### src/bbl_move_defs.vh
// constants for the byte and bit move decode and execute unit
// Operation
// RULE1 - general byte load copies source to destination; source left untouched
// RULE2 - high nibble names working register; low nibble C, 8, 9; 2 bytes, 4 cycles
// RULE3 - none of these moves ever writes the flag register
// RULE4 - bit load direction: source register bit b goes to working register bit 0
// RULE5 - bit store direction: working register bit 0 goes to register bit b
// RULE6 - bit move keeps other destination bits; source never written
// RULE7 - bit move opcode 47, 3 bytes, 6 cycles; reg, bit, direction fields
// RULE8 - memory move copies one byte between memory and working register
// RULE9 - even pointer pair selects program memory, odd pair selects data memory
// RULE10 - pair indirect memory move: C3 load, D3 store, 2 bytes, 10 cycles
// RULE11 - short indexed memory move: E7 load, F7 store, 3 bytes, 12 cycles
// RULE12 - long indexed memory move: A7 load, B7 store, offset low first, 14 cycles
// RULE13 - long indexed pair 0-1 is reserved and decodes as direct address
// RULE14 - A7/B7 with pair 0000 direct program address, 0001 direct data address
// RULE15 - indexed address is working register pair plus instruction offset
`ifndef BBL_MOVE_DEFS_VH
`define BBL_MOVE_DEFS_VH
// low nibble opcodes of the one byte opcode general load forms
`define BBL_NIB_IMM 4'hC
`define BBL_NIB_FROM 4'h8
`define BBL_NIB_TO 4'h9
// full opcodes
`define BBL_OP_BIT 8'h47
`define BBL_OP_PTR_LOAD 8'hC3
`define BBL_OP_PTR_STORE 8'hD3
`define BBL_OP_SX_LOAD 8'hE7
`define BBL_OP_SX_STORE 8'hF7
`define BBL_OP_LX_LOAD 8'hA7
`define BBL_OP_LX_STORE 8'hB7
// cycle counts per form
`define BBL_CYC_REG 4'h4
`define BBL_CYC_BIT 4'h6
`define BBL_CYC_PTR 4'hA
`define BBL_CYC_SX 4'hC
`define BBL_CYC_LX 4'hE
`define BBL_CYC_NONE 4'h0
// step counter start, increment and end-of-form leads
`define BBL_CNT_ZERO 4'h0
`define BBL_CNT_STEP 4'h1
`define BBL_WRITE_LEAD 4'h2
`define BBL_DONE_LEAD 4'h1
// sequence steps
`define BBL_STEP_RD_A 4'h0
`define BBL_STEP_RD_B 4'h1
`define BBL_STEP_RD_C 4'h2
`define BBL_STEP_MEM 4'h3
`define BBL_STEP_MDATA 4'h5
// pair field upper bits that mean direct address under A7/B7
`define BBL_DIRECT_PAIR 3'h0
// direction bit value for store into register bit
`define BBL_DIR_STORE 1'b1
`define BBL_ZERO_BYTE 8'h00
`define BBL_ZERO_WORD 16'h0000
`endif

### src/bbl_move_unit.v
// byte, bit and memory move decode and execute unit
`timescale 1ns/1ps
`default_nettype none
`include "bbl_move_defs.vh"
module bbl_move_unit (
  // clock and reset
  input wire CORE_CLK,
  input wire RESET,
  // instruction issue
  input wire START,
  input wire [31:0] INSTR,
  input wire [7:0] WREG_BASE,
  output wire BUSY,
  output reg DONE,
  output reg ILLEGAL,
  // register file
  output reg [7:0] REG_RADDR,
  input wire [7:0] REG_RDATA,
  output reg REG_WE,
  output reg [7:0] REG_WADDR,
  output reg [7:0] REG_WDATA,
  output reg FLAGS_WE,
  // program and data memory
  output reg MEM_REQ,
  output reg MEM_WE,
  output reg MEM_SPACE,
  output reg [15:0] MEM_ADDR,
  output reg [7:0] MEM_WDATA,
  input wire [7:0] MEM_RDATA
);
  localparam ST_IDLE = 1'b0;
  localparam ST_RUN = 1'b1;

  reg state;
  reg [3:0] cnt;
  reg [31:0] ins;
  reg [7:0] a_val;
  reg [7:0] b_val;
  reg [7:0] mdata;

  // cycle count per opcode, zero for anything this unit does not execute
  function [3:0] bbl_len;
    input [7:0] o;
    begin
      if (o[3:0] == `BBL_NIB_IMM || o[3:0] == `BBL_NIB_FROM || o[3:0] == `BBL_NIB_TO) begin
        bbl_len = `BBL_CYC_REG; // see RULE2
      end else if (o == `BBL_OP_BIT) begin
        bbl_len = `BBL_CYC_BIT; // see RULE7
      end else if (o == `BBL_OP_PTR_LOAD || o == `BBL_OP_PTR_STORE) begin
        bbl_len = `BBL_CYC_PTR; // see RULE10
      end else if (o == `BBL_OP_SX_LOAD || o == `BBL_OP_SX_STORE) begin
        bbl_len = `BBL_CYC_SX; // see RULE11
      end else if (o == `BBL_OP_LX_LOAD || o == `BBL_OP_LX_STORE) begin
        bbl_len = `BBL_CYC_LX; // see RULE12 RULE14
      end else begin
        bbl_len = `BBL_CYC_NONE;
      end
    end
  endfunction

  // instruction fields of the latched instruction
  wire [7:0] op = ins[7:0];
  wire [7:0] b1 = ins[15:8];
  wire [7:0] b2 = ins[23:16];
  wire [7:0] b3 = ins[31:24];
  wire [3:0] len = bbl_len(op);
  wire [3:0] start_len = bbl_len(INSTR[7:0]);
  wire [3:0] w_hi = b1[7:4];
  wire [3:0] pair = b1[3:0];
  wire [2:0] bit_sel = b1[3:1];

  // operation classes
  wire is_imm = (op[3:0] == `BBL_NIB_IMM);
  wire is_from = (op[3:0] == `BBL_NIB_FROM);
  wire is_to = (op[3:0] == `BBL_NIB_TO);
  wire is_bit = (op == `BBL_OP_BIT);
  wire is_ptr = (op == `BBL_OP_PTR_LOAD) || (op == `BBL_OP_PTR_STORE);
  wire is_sx = (op == `BBL_OP_SX_LOAD) || (op == `BBL_OP_SX_STORE);
  wire is_lx = (op == `BBL_OP_LX_LOAD) || (op == `BBL_OP_LX_STORE);
  wire is_mem = is_ptr || is_sx || is_lx;
  wire mem_store = (op == `BBL_OP_PTR_STORE) || (op == `BBL_OP_SX_STORE) ||
                   (op == `BBL_OP_LX_STORE);
  // under A7/B7 pair 0-1 never indexes; it is the direct address form
  wire is_direct = is_lx && (pair[3:1] == `BBL_DIRECT_PAIR); // see RULE13 RULE14
  wire bit_store = (b1[0] == `BBL_DIR_STORE);

  // working register n sits in the bank picked by the register pointer
  wire [7:0] w_op = {WREG_BASE[7:4], op[7:4]};
  wire [7:0] w_b1 = {WREG_BASE[7:4], w_hi};
  wire [7:0] w_pair_hi = {WREG_BASE[7:4], pair[3:1], 1'b0};
  wire [7:0] w_pair_lo = {WREG_BASE[7:4], pair[3:1], 1'b1};

  // offset carried by the instruction, low byte first for the long forms
  wire [15:0] offset = is_lx ? {b3, b2} :
                       is_sx ? {`BBL_ZERO_BYTE, b2} : `BBL_ZERO_WORD; // see RULE11 RULE12
  wire [15:0] ptr_addr = {a_val, b_val} + offset; // see RULE15
  wire [15:0] eff_addr = is_direct ? offset : ptr_addr; // see RULE14

  // read addresses for the first two operand reads; the third always reads w_b1
  reg [7:0] addr_a;
  reg [7:0] addr_b;
  always @* begin
    addr_a = b1;
    addr_b = w_b1;
    if (is_to) begin
      addr_a = w_op;
    end else if (is_bit) begin
      addr_a = b2;
    end else if (is_mem) begin
      addr_a = w_pair_hi;
      addr_b = w_pair_lo;
    end
  end

  // bit b of the register replaced by bit 0 of the working register
  wire [7:0] merged;
  genvar gi;
  generate
    for (gi = 0; gi < 8; gi = gi + 1) begin : g_merge
      assign merged[gi] = (bit_sel == gi) ? b_val[0] : a_val[gi]; // see RULE5 RULE6
    end
  endgenerate

  // write target and value for every form that writes a register
  reg [7:0] next_waddr;
  reg [7:0] next_wdata;
  always @* begin
    next_waddr = w_op;
    next_wdata = a_val; // see RULE1
    if (is_imm) begin
      next_wdata = b1;
    end else if (is_to) begin
      next_waddr = b1;
    end else if (is_bit && bit_store) begin
      next_waddr = b2;
      next_wdata = merged; // see RULE5
    end else if (is_bit) begin
      next_waddr = w_b1;
      next_wdata = {b_val[7:1], a_val[bit_sel]}; // see RULE4 RULE6
    end else if (is_mem) begin
      next_waddr = w_b1;
      next_wdata = mdata; // see RULE8
    end
  end

  assign BUSY = (state == ST_RUN);

  // sequencer: operand reads, memory access, one register write except on memory stores, done
  always @(posedge CORE_CLK) begin
    if (RESET) begin
      state <= ST_IDLE;
      cnt <= 4'h0;
      ins <= 32'h0000_0000;
      a_val <= 8'h00;
      b_val <= 8'h00;
      mdata <= 8'h00;
      DONE <= 1'b0;
      ILLEGAL <= 1'b0;
      REG_RADDR <= 8'h00;
      REG_WE <= 1'b0;
      REG_WADDR <= 8'h00;
      REG_WDATA <= 8'h00;
      FLAGS_WE <= 1'b0;
      MEM_REQ <= 1'b0;
      MEM_WE <= 1'b0;
      MEM_SPACE <= 1'b0;
      MEM_ADDR <= 16'h0000;
      MEM_WDATA <= 8'h00;
    end else begin
      DONE <= 1'b0;
      ILLEGAL <= 1'b0;
      REG_WE <= 1'b0;
      MEM_REQ <= 1'b0;
      MEM_WE <= 1'b0;
      FLAGS_WE <= 1'b0; // flags are never written by any move; see RULE3
      case (state)
        ST_IDLE: begin
          cnt <= `BBL_CNT_ZERO;
          // a start during a run is ignored; the caller must wait for idle
          if (START) begin
            if (start_len == `BBL_CYC_NONE) begin
              ILLEGAL <= 1'b1;
            end else begin
              ins <= INSTR;
              state <= ST_RUN;
            end
          end
        end
        ST_RUN: begin
          cnt <= cnt + `BBL_CNT_STEP;
          // register reads have no latency: data answers the address one cycle on
          if (cnt == `BBL_STEP_RD_A) begin
            REG_RADDR <= addr_a;
          end
          if (cnt == `BBL_STEP_RD_B) begin
            a_val <= REG_RDATA;
            REG_RADDR <= addr_b;
          end
          if (cnt == `BBL_STEP_RD_C) begin
            b_val <= REG_RDATA;
            REG_RADDR <= w_b1;
          end
          // memory access; store data taken straight from the third read
          if (is_mem && cnt == `BBL_STEP_MEM) begin
            MEM_REQ <= 1'b1; // see RULE8
            MEM_WE <= mem_store;
            MEM_SPACE <= pair[0]; // see RULE9 RULE14
            MEM_ADDR <= eff_addr; // see RULE15
            MEM_WDATA <= REG_RDATA;
          end
          if (is_mem && cnt == `BBL_STEP_MDATA) begin
            mdata <= MEM_RDATA;
          end
          // single register write, timed so it lands in the last cycle
          if (cnt == len - `BBL_WRITE_LEAD && !(is_mem && mem_store)) begin
            REG_WE <= 1'b1; // see RULE1 RULE2
            REG_WADDR <= next_waddr;
            REG_WDATA <= next_wdata;
          end
          if (cnt == len - `BBL_DONE_LEAD) begin
            DONE <= 1'b1; // see RULE7 RULE10 RULE11 RULE12
            state <= ST_IDLE;
          end
        end
        default: begin
          state <= ST_IDLE;
        end
      endcase
    end
  end
endmodule // bbl_move_unit
`default_nettype wire

### config.mk
export PLATFORM = sky130hd
export DESIGN_NAME = bbl_move_unit
export DESIGN_NICKNAME = d
export VERILOG_FILES = /design/src/bbl_move_unit.v
export VERILOG_INCLUDE_DIRS = /design/src
export SDC_FILE = /design/constraint.sdc
export NUM_CORES = 1
export LEC_CHECK = 0
export ABC_AREA = 0
export ABC_CLOCK_PERIOD_IN_PS = 9400
export BUFFER_PORTS_ARGS = -buffer_cell sky130_fd_sc_hd__buf_4
export CORE_ASPECT_RATIO = 0.9
export CORE_MARGIN = 2
export CORE_UTILIZATION = 49
export DETAILED_ROUTE_END_ITERATION = 16
export GPL_ROUTABILITY_DRIVEN = 1
export PLACE_DENSITY = 0.69
export SETUP_SLACK_MARGIN = 0.2
export SYNTH_ARGS = -nofsm -noshare
export SYNTH_HDL_FRONTEND = slang
export SYNTH_SLANG_ARGS = --single-unit
### constraint.sdc
create_clock -name CORE_CLK -period 9.4 [get_ports CORE_CLK]
set_input_delay 1.88 -clock CORE_CLK [delete_from_list [all_inputs] [get_ports CORE_CLK]]
set_output_delay 1.88 -clock CORE_CLK [all_outputs]
set_load 0.1 [all_outputs]
==> run_results.csv, run 1 <==
group,metric,value,unit
placement,hpwlAfterDp,13200,microns
timing,achievable-frequency,248,MHz
flow_run,maxCapViolations,0,
timing,report.final.slew_viol_count,0,
global_routing,number_of_antenna_violations_at_the_first_check_in_global_routing,1,
yosys,synth.top_cell.area_share,37.1,%
yosys,ys_seq_elements,115,
drt,drt_wl_total,18800,microns
final_layout,area.growth.synth_to_final,22.6,%
clock_network,cts_buffer_depth,2,
drt,detail_route.iter0.violations,620,
critical_path,worstSetupPathType,"register to register",
clock_network,cts_root_buffer,"sky130_fd_sc_hd__clkbuf_16",
global_routing,grt_overflow,0,
final_layout,fill_cells,1080,
pwr,highest_ir_drop_seen_on_vdd,0.148,mV
global_routing,grt_use_total,28.5,%
yosys,synth_top_flop_cell,"sky130_fd_sc_hd__dfxtp_1",
clock_network,post_cts_setup_repair_buffer_count,0,
clock_network,clk_transition_reported_paths,0.05,ns
final_layout,antenna_cells,0,
yosys,cell_taking_the_most_area_after_synthesis,"sky130_fd_sc_hd__dfxtp_1",
pwr,p_leak,3.40,nW
final_layout,post-route-util,62.2,%
outcome,run_status,"finished clean",
global_routing,grt_pass1_vias,5715,
critical_path,cp_data_arrival_time,4.35,ns
drt,drcViolationCount,0,
yosys,ys_top_cells_by_count,"sky130_fd_sc_hd__nand2_1 (143), sky130_fd_sc_hd__dfxtp_1 (115), sky130_fd_sc_hd__nor2_1 (98)",
global_routing,global_route_wire_length_before_repair,29900,microns
placement,io_buffer_count,109,
timing,post-route-period-util,43.0,%
timing,timing_hold_violations_final,0,
floorplanning,die_height,111,microns
final_layout,post_route_cells_drive_above_1_share,17.4,%
clock_network,clk-insertion-delay-late,0.42,ns
yosys,post_synth_inst_count,783,
timing,setup_viol,0,
hold_path,min-delay-start,"REG_RADDR[0]",
yosys,synthesized_nets,864,
yosys,synth.lib_cells_used.distinct,62,
critical_path,timing.rr.end,"MEM_ADDR[15]",
hold_path,worstHoldEndpoint,"REG_RADDR[0]",
yosys,synth_warnings,0,
timing,timing_worst_slew_pin_value,1.18,ns
global_routing,grt_start_max_net_pins,77,
critical_path,crit_path_start_kind,"register",
drt,viasPerCell,5.88,
critical_path,reg2reg_from,"ins[2]",
yosys,synth.avg_cell_area,7.92,sq um
critical_path,timing.critical_path.required,9.71,ns
pwr,total_power,1.23,mW
clock_network,cts_tree,"built",
critical_path,ff2ff_setup_slack,5.36,ns
yosys,ys_async_sr_fraction,0,%
drt,drt-pass1-iter-count,5,
yosys,synth_enable_flop_cells,0,
critical_path,r2r.worst_path.cells,12,
floorplanning,dieArea,0.0136,sq mm
timing,grt_setup_unrepaired,"false",
floorplanning,rows,38,
floorplanning,floorplan.core_area,0.0122,sq mm
clock_network,cts_buffers,17,
placement,place.gp.congestion,0.888,
yosys,seq_area_frac_synth,37.1,%
pwr,power-per-cell-area,161,mW/mm^2
hold_path,timing.hold.worst.class,"register to register",
drt,ant_nets,0,
drt,mean_routed_wirelength_per_cell,18.2,microns
clock_network,cts.sinks,115,
floorplanning,pin_count,115,
yosys,synth_most_common_cell,"sky130_fd_sc_hd__nand2_1",
timing,finClkSkew,0.00705,ns
timing,setup_total_negative_slack,0,ns
critical_path,end_kind,"register",
floorplanning,die-width,123,microns
clock_network,cts_hold_buf,0,
critical_path,crit_fanout,12,
yosys,main_area_contributors_after_synthesis,"sky130_fd_sc_hd__dfxtp_1 (37%), sky130_fd_sc_hd__nand2_1 (8.7%), sky130_fd_sc_hd__mux2i_1 (7.7%)",
clock_network,cts_htree_levels,4,
timing,final_period_minus_worst_setup_slack,4.04,ns
clock_network,cts-resized-gates,0,
floorplanning,start_util,50.7,%
timing,max-slew-margin-rel,21.1,%
final_layout,final_nets,943,
yosys,netlist_area,0.00620,sq mm
drt,dr_total_vias,6075,
hold_path,min_delay_path_depth,2,
[stage by stage]
stage                     worst slack [ns]  instance area (sq um)  std cells  hold slack (ns)
after floorplan                       5.79                   6200        783            0.450
after global placement                5.53                   7010       1003            0.444
after detailed placement              5.49                   7010       1003            0.449
after CTS                             5.47                   7600       1034            0.455
after global routing                  5.08                   7600       1034            0.472
final                                 5.36                   7600       1034            0.454
[sequential cells by signal, indices dropped and copies added (netlist names)]
signal,cells
MEM_WDATA,8
REG_WADDR,8
MEM_ADDR,16
MEM_REQ,1
DONE,1
a_val,8
mdata,8
ins,32
b_val,8
REG_RADDR,8
MEM_SPACE,1
cnt,4
ILLEGAL,1
BUSY,1
REG_WDATA,8
REG_WE,1
MEM_WE,1
[worst max-delay path, stage by stage (launching register included)]
cell and delay, ns:
sky130_fd_sc_hd__dfxtp_1 0.50, sky130_fd_sc_hd__and4b_1 0.29, sky130_fd_sc_hd__and3_1 0.45, sky130_fd_sc_hd__nor2b_1 0.59, sky130_fd_sc_hd__and2_1 0.23, sky130_fd_sc_hd__ha_1 0.30, sky130_fd_sc_hd__a21oi_1 0.16, sky130_fd_sc_hd__nand2_1 0.06
sky130_fd_sc_hd__a21oi_1 0.38, sky130_fd_sc_hd__a41oi_1 0.21, sky130_fd_sc_hd__xnor2_1 0.19, sky130_fd_sc_hd__or4_1 0.39, sky130_fd_sc_hd__and3_1 0.18
[per-layer routing]
layer  part of all wire, %  vias up  GRT usage [%]
li1                      -     2916              -
met1                    46     2876           40.5
met2                    44      251           42.2
met3                   7.8       32           6.33
met4                   2.3        0           10.0
met5                     0        -              0
[worst max-delay path by stage]
stage	start	endpoint	slack, ns	cells past startpoint
after CTS	ins[2]	MEM_ADDR[15]	5.47	12
after floorplan	INSTR[4]	ins[8]	5.79	9
after global placement	ins[6]	REG_WDATA[4]	5.53	10
after detailed placement	ins[2]	MEM_ADDR[15]	5.49	12
final	ins[2]	MEM_ADDR[15]	5.36	12
after global routing	ins[2]	MEM_ADDR[15]	5.08	12
[logic make-up (layout without fill, tap and decap cells)]
logic type / count (synthesis) / after routing / synth area share, %
buffers and inverters: 57 / 148 / 4.06
adder cells (fa/ha/maj): 22 / 22 / 4.56
multiplexers: 53 / 53 / 9.02
flip-flops: 115 / 115 / 37.1
AO/OA/AOI/OAI: 182 / 182 / 18.5
XOR/XNOR: 18 / 18 / 2.54
other: 1 / 1 / 0.0605
AND/OR/NAND/NOR: 335 / 335 / 24.1
[placed cells by master, fill, tap and decap left out, types with 5 or more instances in the layout]
master,netlist,final
sky130_fd_sc_hd__mux2i_1,48,48
sky130_fd_sc_hd__a221oi_1,6,6
sky130_fd_sc_hd__nor2_1,98,98
sky130_fd_sc_hd__o211ai_1,10,10
sky130_fd_sc_hd__nor2b_1,9,9
sky130_fd_sc_hd__nand3_1,18,18
sky130_fd_sc_hd__o21ai_0,31,31
sky130_fd_sc_hd__a21o_1,9,9
sky130_fd_sc_hd__buf_4,1,112
sky130_fd_sc_hd__xnor2_1,14,14
sky130_fd_sc_hd__a21oi_1,64,64
sky130_fd_sc_hd__a311oi_1,7,7
sky130_fd_sc_hd__ha_1,21,21
sky130_fd_sc_hd__nand2_1,143,143
sky130_fd_sc_hd__or3_1,5,5
sky130_fd_sc_hd__o22ai_1,12,12
sky130_fd_sc_hd__and3_1,8,8
sky130_fd_sc_hd__a31oi_1,6,6
sky130_fd_sc_hd__clkbuf_16,0,17
sky130_fd_sc_hd__o221ai_1,6,6
sky130_fd_sc_hd__dfxtp_1,115,115
sky130_fd_sc_hd__nor3_1,11,11
sky130_fd_sc_hd__a211oi_1,11,11
sky130_fd_sc_hd__and2_1,19,19
sky130_fd_sc_hd__inv_1,5,5
[layout make-up]
| cell class | instances | area (sq um) | area share [%] |
|---|---|---|---|
| repair buffers | 112 | 841 | 11.1 |
| flip-flops and latches | 115 | 2300 | 30.3 |
| clock buffers | 21 | 460 | 6.06 |
| clock inverters | 10 | 133 | 1.74 |
| multi-input cells | 611 | 3650 | 48.0 |
| well taps | 160 | 200 | 2.63 |
| inverters | 5 | 18.8 | 0.247 |
[power by group]
group	leakage, nW	switching [mW]	internal [mW]
Clock	0.285	0.221	0.426
Combinational	2.19	0.0415	0.0308
Sequential	0.928	0.0119	0.494
Power figures use the tool's default switching activity.
==> inputs of run 2 (changes only) <==
- ABC_CLOCK_PERIOD_IN_PS: 9400 -> 3870
- clock period: 9.4 -> 3.87 ns (I/O delays scaled with it)
==> run_results.csv, run 2 (synthesized netlist as in run 1, its figures left out) <==
group,metric,value,unit
outcome,run_status,"finished clean",
hold_path,min_delay_path_depth,2,
final_layout,largest_register,"ins",
final_layout,post_route_cells_drive_above_1_share,18.7,%
final_layout,final_nets,951,
drt,drt-pass1-iter-count,5,
global_routing,global_route_wire_length_before_repair,30800,microns
global_routing,grt_use_total,29.0,%
timing,max-slew-margin-rel,16.2,%
critical_path,cp_data_arrival_time,3.72,ns
timing,report.final.slew_viol_count,0,
global_routing,grt_overflow,0,
critical_path,crit_fanout,12,
hold_path,timing.hold.worst.class,"register to register",
drt,detail_route.iter0.violations,630,
pwr,total_power,3.05,mW
floorplanning,floorplan.core_area,0.0122,sq mm
hold_path,min-delay-start,"REG_RADDR[6]",
timing,final_period_minus_worst_setup_slack,3.41,ns
final_layout,top_regs,"ins (32), MEM_ADDR (16)",
critical_path,ff2ff_setup_slack,0.46,ns
placement,dpl-instance-area,0.00707,sq mm
drt,drt_wl_total,19300,microns
floorplanning,die_height,111,microns
critical_path,max_stage_delay,0.49,ns
critical_path,end_kind,"register",
pwr,power-per-cell-area,396,mW/mm^2
clock_network,clk-insertion-delay-late,0.42,ns
drt,viasPerCell,5.82,
clock_network,cts_tree,"built",
timing,setup_total_negative_slack,0,ns
pwr,p_leak,3.45,nW
critical_path,worstSetupPathType,"register to register",
final_layout,mostFrequentLayoutCells,"sky130_fd_sc_hd__nand2_1 (143), sky130_fd_sc_hd__buf_4 (120), sky130_fd_sc_hd__dfxtp_1 (115)",
final_layout,largest_reg_flops,32,
drt,drcViolationCount,0,
floorplanning,rows,38,
final_layout,area.growth.synth_to_final,24.1,%
clock_network,cts_htree_levels,4,
timing,achievable-frequency,294,MHz
flow_run,maxCapViolations,0,
clock_network,clk_transition_reported_paths,0.06,ns
critical_path,timing.critical_path.required,4.18,ns
drt,mean_routed_wirelength_per_cell,18.5,microns
critical_path,reg2reg_from,"ins[2]",
final_layout,fill_cells,1072,
pwr,highest_ir_drop_seen_on_vdd,0.314,mV
placement,place.gp.congestion,0.904,
critical_path,timing.rr.end,"MEM_ADDR[15]",
critical_path,crit_path_start_kind,"register",
clock_network,post_cts_setup_repair_buffer_count,0,
floorplanning,dieArea,0.0136,sq mm
timing,setup_viol,0,
final_layout,final_area,0.00769,sq mm
floorplanning,pin_count,115,
clock_network,cts_buffers,17,
clock_network,cts.sinks,115,
placement,hpwlAfterDp,13600,microns
placement,io_buffer_count,109,
timing,post-route-period-util,88.0,%
critical_path,worstPathCellList,"and4b_1 -> and3_2 -> nor2b_1 -> buf_4 -> and2_1 -> ha_1 -> o21a_1 -> o211ai_1 -> a211o_1 -> a41oi_1 -> xnor2_1 -> or4_1 -> and3_1",
global_routing,grt_pass1_vias,5833,
final_layout,antenna_cells,0,
global_routing,number_of_antenna_violations_at_the_first_check_in_global_routing,0,
timing,grt_setup_unrepaired,"false",
timing,timing_hold_violations_final,0,
final_layout,final_common_cell,"sky130_fd_sc_hd__nand2_1",
floorplanning,die-width,123,microns
final_layout,multi_input_gate_area_in_the_final_layout,0.00365,sq mm
drt,dr_total_vias,6075,
clock_network,cts_buffer_depth,2,
global_routing,grt_start_max_net_pins,83,
timing,timing_worst_slew_pin_value,1.26,ns
critical_path,r2r.worst_path.cells,13,
drt,ant_nets,0,
final_layout,ff_latch_area,0.00230,sq mm
floorplanning,start_util,50.7,%
hold_path,worstHoldEndpoint,"REG_RADDR[6]",
clock_network,cts_root_buffer,"sky130_fd_sc_hd__clkbuf_16",
timing,finClkSkew,0.00914,ns
critical_path,worst_path_max_delay_cell,"sky130_fd_sc_hd__dfxtp_1",
## run 2: where the power goes
part	total (mW)	leakage, nW	switching [mW]	internal [mW]
registers	1.23	0.928	0.0269	1.20
clock network	1.64	0.290	0.605	1.04
logic	0.180	2.23	0.104	0.0753
## run 2: worst max path at each step
stage                start           end  slack, ns  cells past startpoint
global placement    ins[2]  MEM_ADDR[15]       0.48                     13
global route        ins[2]  MEM_ADDR[15]       0.21                     13
CTS                 ins[3]  MEM_ADDR[14]       0.37                     13
finish              ins[2]  MEM_ADDR[15]       0.46                     13
floorplan           ins[2]  MEM_ADDR[15]       0.75                     14
detailed placement  ins[3]  MEM_ADDR[14]       0.40                     13
## run 2: what timing repair did
action / CTS / global route
endpoints found under the setup margin: 0 / 2
gates resized for setup: 0 / 2
hold buffers: 0 / 0
hold endpoints to repair: 0 / 0
## run 2: layout make-up
type	instances	area share [%]
multi-input cells	611	47.5
flip-flops and latches	115	29.9
repair buffers	120	11.7
clock buffers	18	5.71
well taps	160	2.60
clock inverters	14	2.31
inverters	5	0.244
## run 2: routing by layer
layer,up-vias,track usage (%),share of wire (%)
li1,2936,-,-
met3,43,5.56,7.2
met5,-,0,0
met1,2836,40.9,46
met2,260,44.1,44
met4,0,10.1,2.3
## run 2: critical path, delay by kind of cell, from the launching register on
| kind | cells | cell delay (ns) |
|---|---|---|
| xor gates and xnor gates | 1 | 0.13 |
| buffers and inverters | 1 | 0.17 |
| DFF | 1 | 0.49 |
| adders and majority gates | 1 | 0.28 |
| AOI/OAI and AO/OA | 4 | 0.75 |
| and+or+nand+nor | 6 | 1.48 |
## run 2: metrics by stage
stage	utilization (%)	cells	setup slack (ns)	hold slack, ns
floorplan	-	783	0.752	0.450
global placement	57.9	1011	0.485	0.443
detailed placement	57.9	1011	0.398	0.447
CTS	62.9	1043	0.367	0.453
global route	63.0	1043	0.206	0.475
finish	63.0	1043	0.464	0.451
==> inputs of run 3 (changes only) <==
- CTS_BUF_LIST: unset -> sky130_fd_sc_hd__clkbuf_4
==> run_results.csv, run 3 (synthesized netlist as in run 1, its figures left out) <==
group,metric,value,unit
global_routing,grt_use_total,28.5,%
final_layout,area.growth.synth_to_final,19.1,%
drt,wirelength_met1,8690,microns
hold_path,min-delay-start,"INSTR[23]",
floorplanning,die_height,111,microns
drt,viasPerCell,5.85,
outcome,run_status,"finished clean",
clock_network,cts_hold_buf,0,
timing,final_period_minus_worst_setup_slack,3.45,ns
final_layout,mostFrequentLayoutCells,"sky130_fd_sc_hd__nand2_1 (143), sky130_fd_sc_hd__buf_4 (120), sky130_fd_sc_hd__dfxtp_1 (115)",
critical_path,crit_fanout,12,
timing,max-slew-margin-rel,17.0,%
floorplanning,floorplan.core_area,0.0122,sq mm
pwr,power-per-cell-area,321,mW/mm^2
critical_path,worstPathCellList,"and4b_1 -> and3_2 -> nor2b_1 -> buf_4 -> and2_1 -> ha_1 -> o21a_1 -> o211ai_1 -> a211o_1 -> a41oi_1 -> xnor2_1 -> or4_1 -> and3_1",
drt,detail_route.iter0.violations,605,
final_layout,top_regs,"ins (32), MEM_ADDR (16)",
floorplanning,start_util,50.7,%
drt,ant_nets,0,
clock_network,clk-insertion-delay-late,0.55,ns
drt,dr_total_vias,6106,
final_layout,post_route_cells_drive_above_1_share,18.6,%
flow_run,maxCapViolations,0,
final_layout,antenna_cells,0,
critical_path,end_kind,"register",
placement,hpwlAfterDp,13600,microns
final_layout,multi_input_gate_area_in_the_final_layout,0.00365,sq mm
clock_network,cts_buffers,17,
timing,timing_worst_slew_pin_value,1.25,ns
critical_path,ff2ff_setup_slack,0.42,ns
hold_path,timing.hold.worst.class,"primary input to register",
floorplanning,die-width,123,microns
global_routing,global_route_wire_length_before_repair,30200,microns
critical_path,r2r.worst_path.cells,13,
global_routing,grt_pass1_vias,5721,
critical_path,crit_path_start_kind,"register",
final_layout,fill_cells,1111,
drt,topRoutingLayerUsed,"met4",
critical_path,critPathTopFamily,"simple AND/OR/NAND/NOR gates",
final_layout,final_nets,951,
clock_network,cts_buffer_depth,2,
critical_path,worst_path_max_delay_cell,"sky130_fd_sc_hd__dfxtp_1",
drt,drt_wl_total,18900,microns
final_layout,ff_latch_area,0.00230,sq mm
critical_path,timing.critical_path.required,4.32,ns
global_routing,grt_overflow,0,
clock_network,cts_tree,"built",
global_routing,number_of_antenna_violations_at_the_first_check_in_global_routing,0,
floorplanning,rows,38,
pwr,highest_ir_drop_seen_on_vdd,0.225,mV
timing,timing_hold_violations_final,0,
pwr,p_leak,3.31,nW
critical_path,max_stage_delay,0.51,ns
final_layout,largest_reg_flops,32,
timing,finClkSkew,0.0229,ns
placement,io_buffer_count,109,
hold_path,worstHoldEndpoint,"ins[23]",
timing,setup_total_negative_slack,0,ns
timing,report.final.slew_viol_count,0,
drt,drcViolationCount,0,
drt,drt-pass1-iter-count,6,
final_layout,final_common_cell,"sky130_fd_sc_hd__nand2_1",
placement,post-place-cells,1011,
global_routing,grt_start_max_net_pins,83,
floorplanning,pin_count,115,
critical_path,cp_data_arrival_time,3.90,ns
critical_path,reg2reg_from,"ins[2]",
hold_path,min_delay_path_depth,3,
clock_network,cts.sinks,115,
clock_network,clk_transition_reported_paths,0.12,ns
drt,mean_routed_wirelength_per_cell,18.2,microns
drt,detailroute.wirelength.met2,8280,microns
final_layout,largest_register,"ins",
placement,place.gp.congestion,0.904,
floorplanning,dieArea,0.0136,sq mm
drt,route.met3.wl,1630,microns
clock_network,cts_root_buffer,"sky130_fd_sc_hd__clkbuf_4",
timing,grt_setup_unrepaired,"false",
critical_path,worstSetupPathType,"register to register",
timing,setup_viol,0,
critical_path,timing.rr.end,"MEM_ADDR[15]",
timing,achievable-frequency,290,MHz
critical_path,cp.buffers_inverters,1,
timing,post-route-period-util,89.1,%
clock_network,cts_htree_levels,4,
final_layout,post_layout_nonfiller_instances,1043,
run 3: cell count changes in the layout (fill, tap and decap cells not counted), sizes merged:
cell,delta
clkbuf,-1
clkinv,+1
run 3: power by group:
group | switching (mW) | internal, mW | leakage, nW | total, mW
combinational | 0.104 | 0.0753 | 2.23 | 0.179
clock | 0.516 | 0.452 | 0.153 | 0.968
sequential | 0.0270 | 1.20 | 0.928 | 1.23
total | 0.647 | 1.73 | 3.31 | 2.37
run 3: worst max-delay path by stage:
stage / start / endpoint / slack [ns] / depth (start not counted)
after floorplan: ins[2] / MEM_ADDR[15] / 0.75 / 14
after global placement: ins[2] / MEM_ADDR[15] / 0.48 / 13
after detailed placement: ins[3] / MEM_ADDR[14] / 0.40 / 13
after CTS: ins[3] / MEM_ADDR[14] / 0.36 / 13
after global routing: ins[2] / MEM_ADDR[15] / 0.21 / 13
final: ins[2] / MEM_ADDR[15] / 0.42 / 13
run 3: tightest hold or removal path: stages:
cell and delay, ns:
sky130_fd_sc_hd__buf_4 0.08, sky130_fd_sc_hd__mux2i_1 0.05, sky130_fd_sc_hd__nor2_1 0.07
run 3: timing repair:
| item | CTS | global route |
|---|---|---|
| endpoints found under the setup margin | 0 | 2 |
| buffers inserted | 0 | 0 |
| resized for setup | 0 | 2 |
run 3: area by class of cell:
class / count / share of cell area [%]
sequential: 115 / 31.2
clock buffer: 17 / 1.73
timing repair buffer: 120 / 12.2
multi-input combinational: 611 / 49.5
tap: 160 / 2.71
inverter: 5 / 0.254
clock inverter: 15 / 2.46
run 3: stage by stage:
stage               setup WS (ns)  instance area, sq um  util [%]  hold WS (ns)  power [mW]
floorplan                   0.752                  6200         -         0.450        1.35
global placement            0.485                  7070      57.9         0.443        1.42
detailed placement          0.398                  7070      57.9         0.447        1.43
CTS                         0.361                  7380      60.4         0.432        2.39
global route                0.206                  7390      60.4         0.436        2.46
finish                      0.421                  7390      60.4         0.460        2.37
run 3: metal layers:
metal / GRT usage [%] / vias to the layer above
met4: 9.35 / 0
li1: - / 2936
met2: 43.1 / 302
met5: 0 / -
met1: 41.0 / 2831
met3: 4.89 / 37
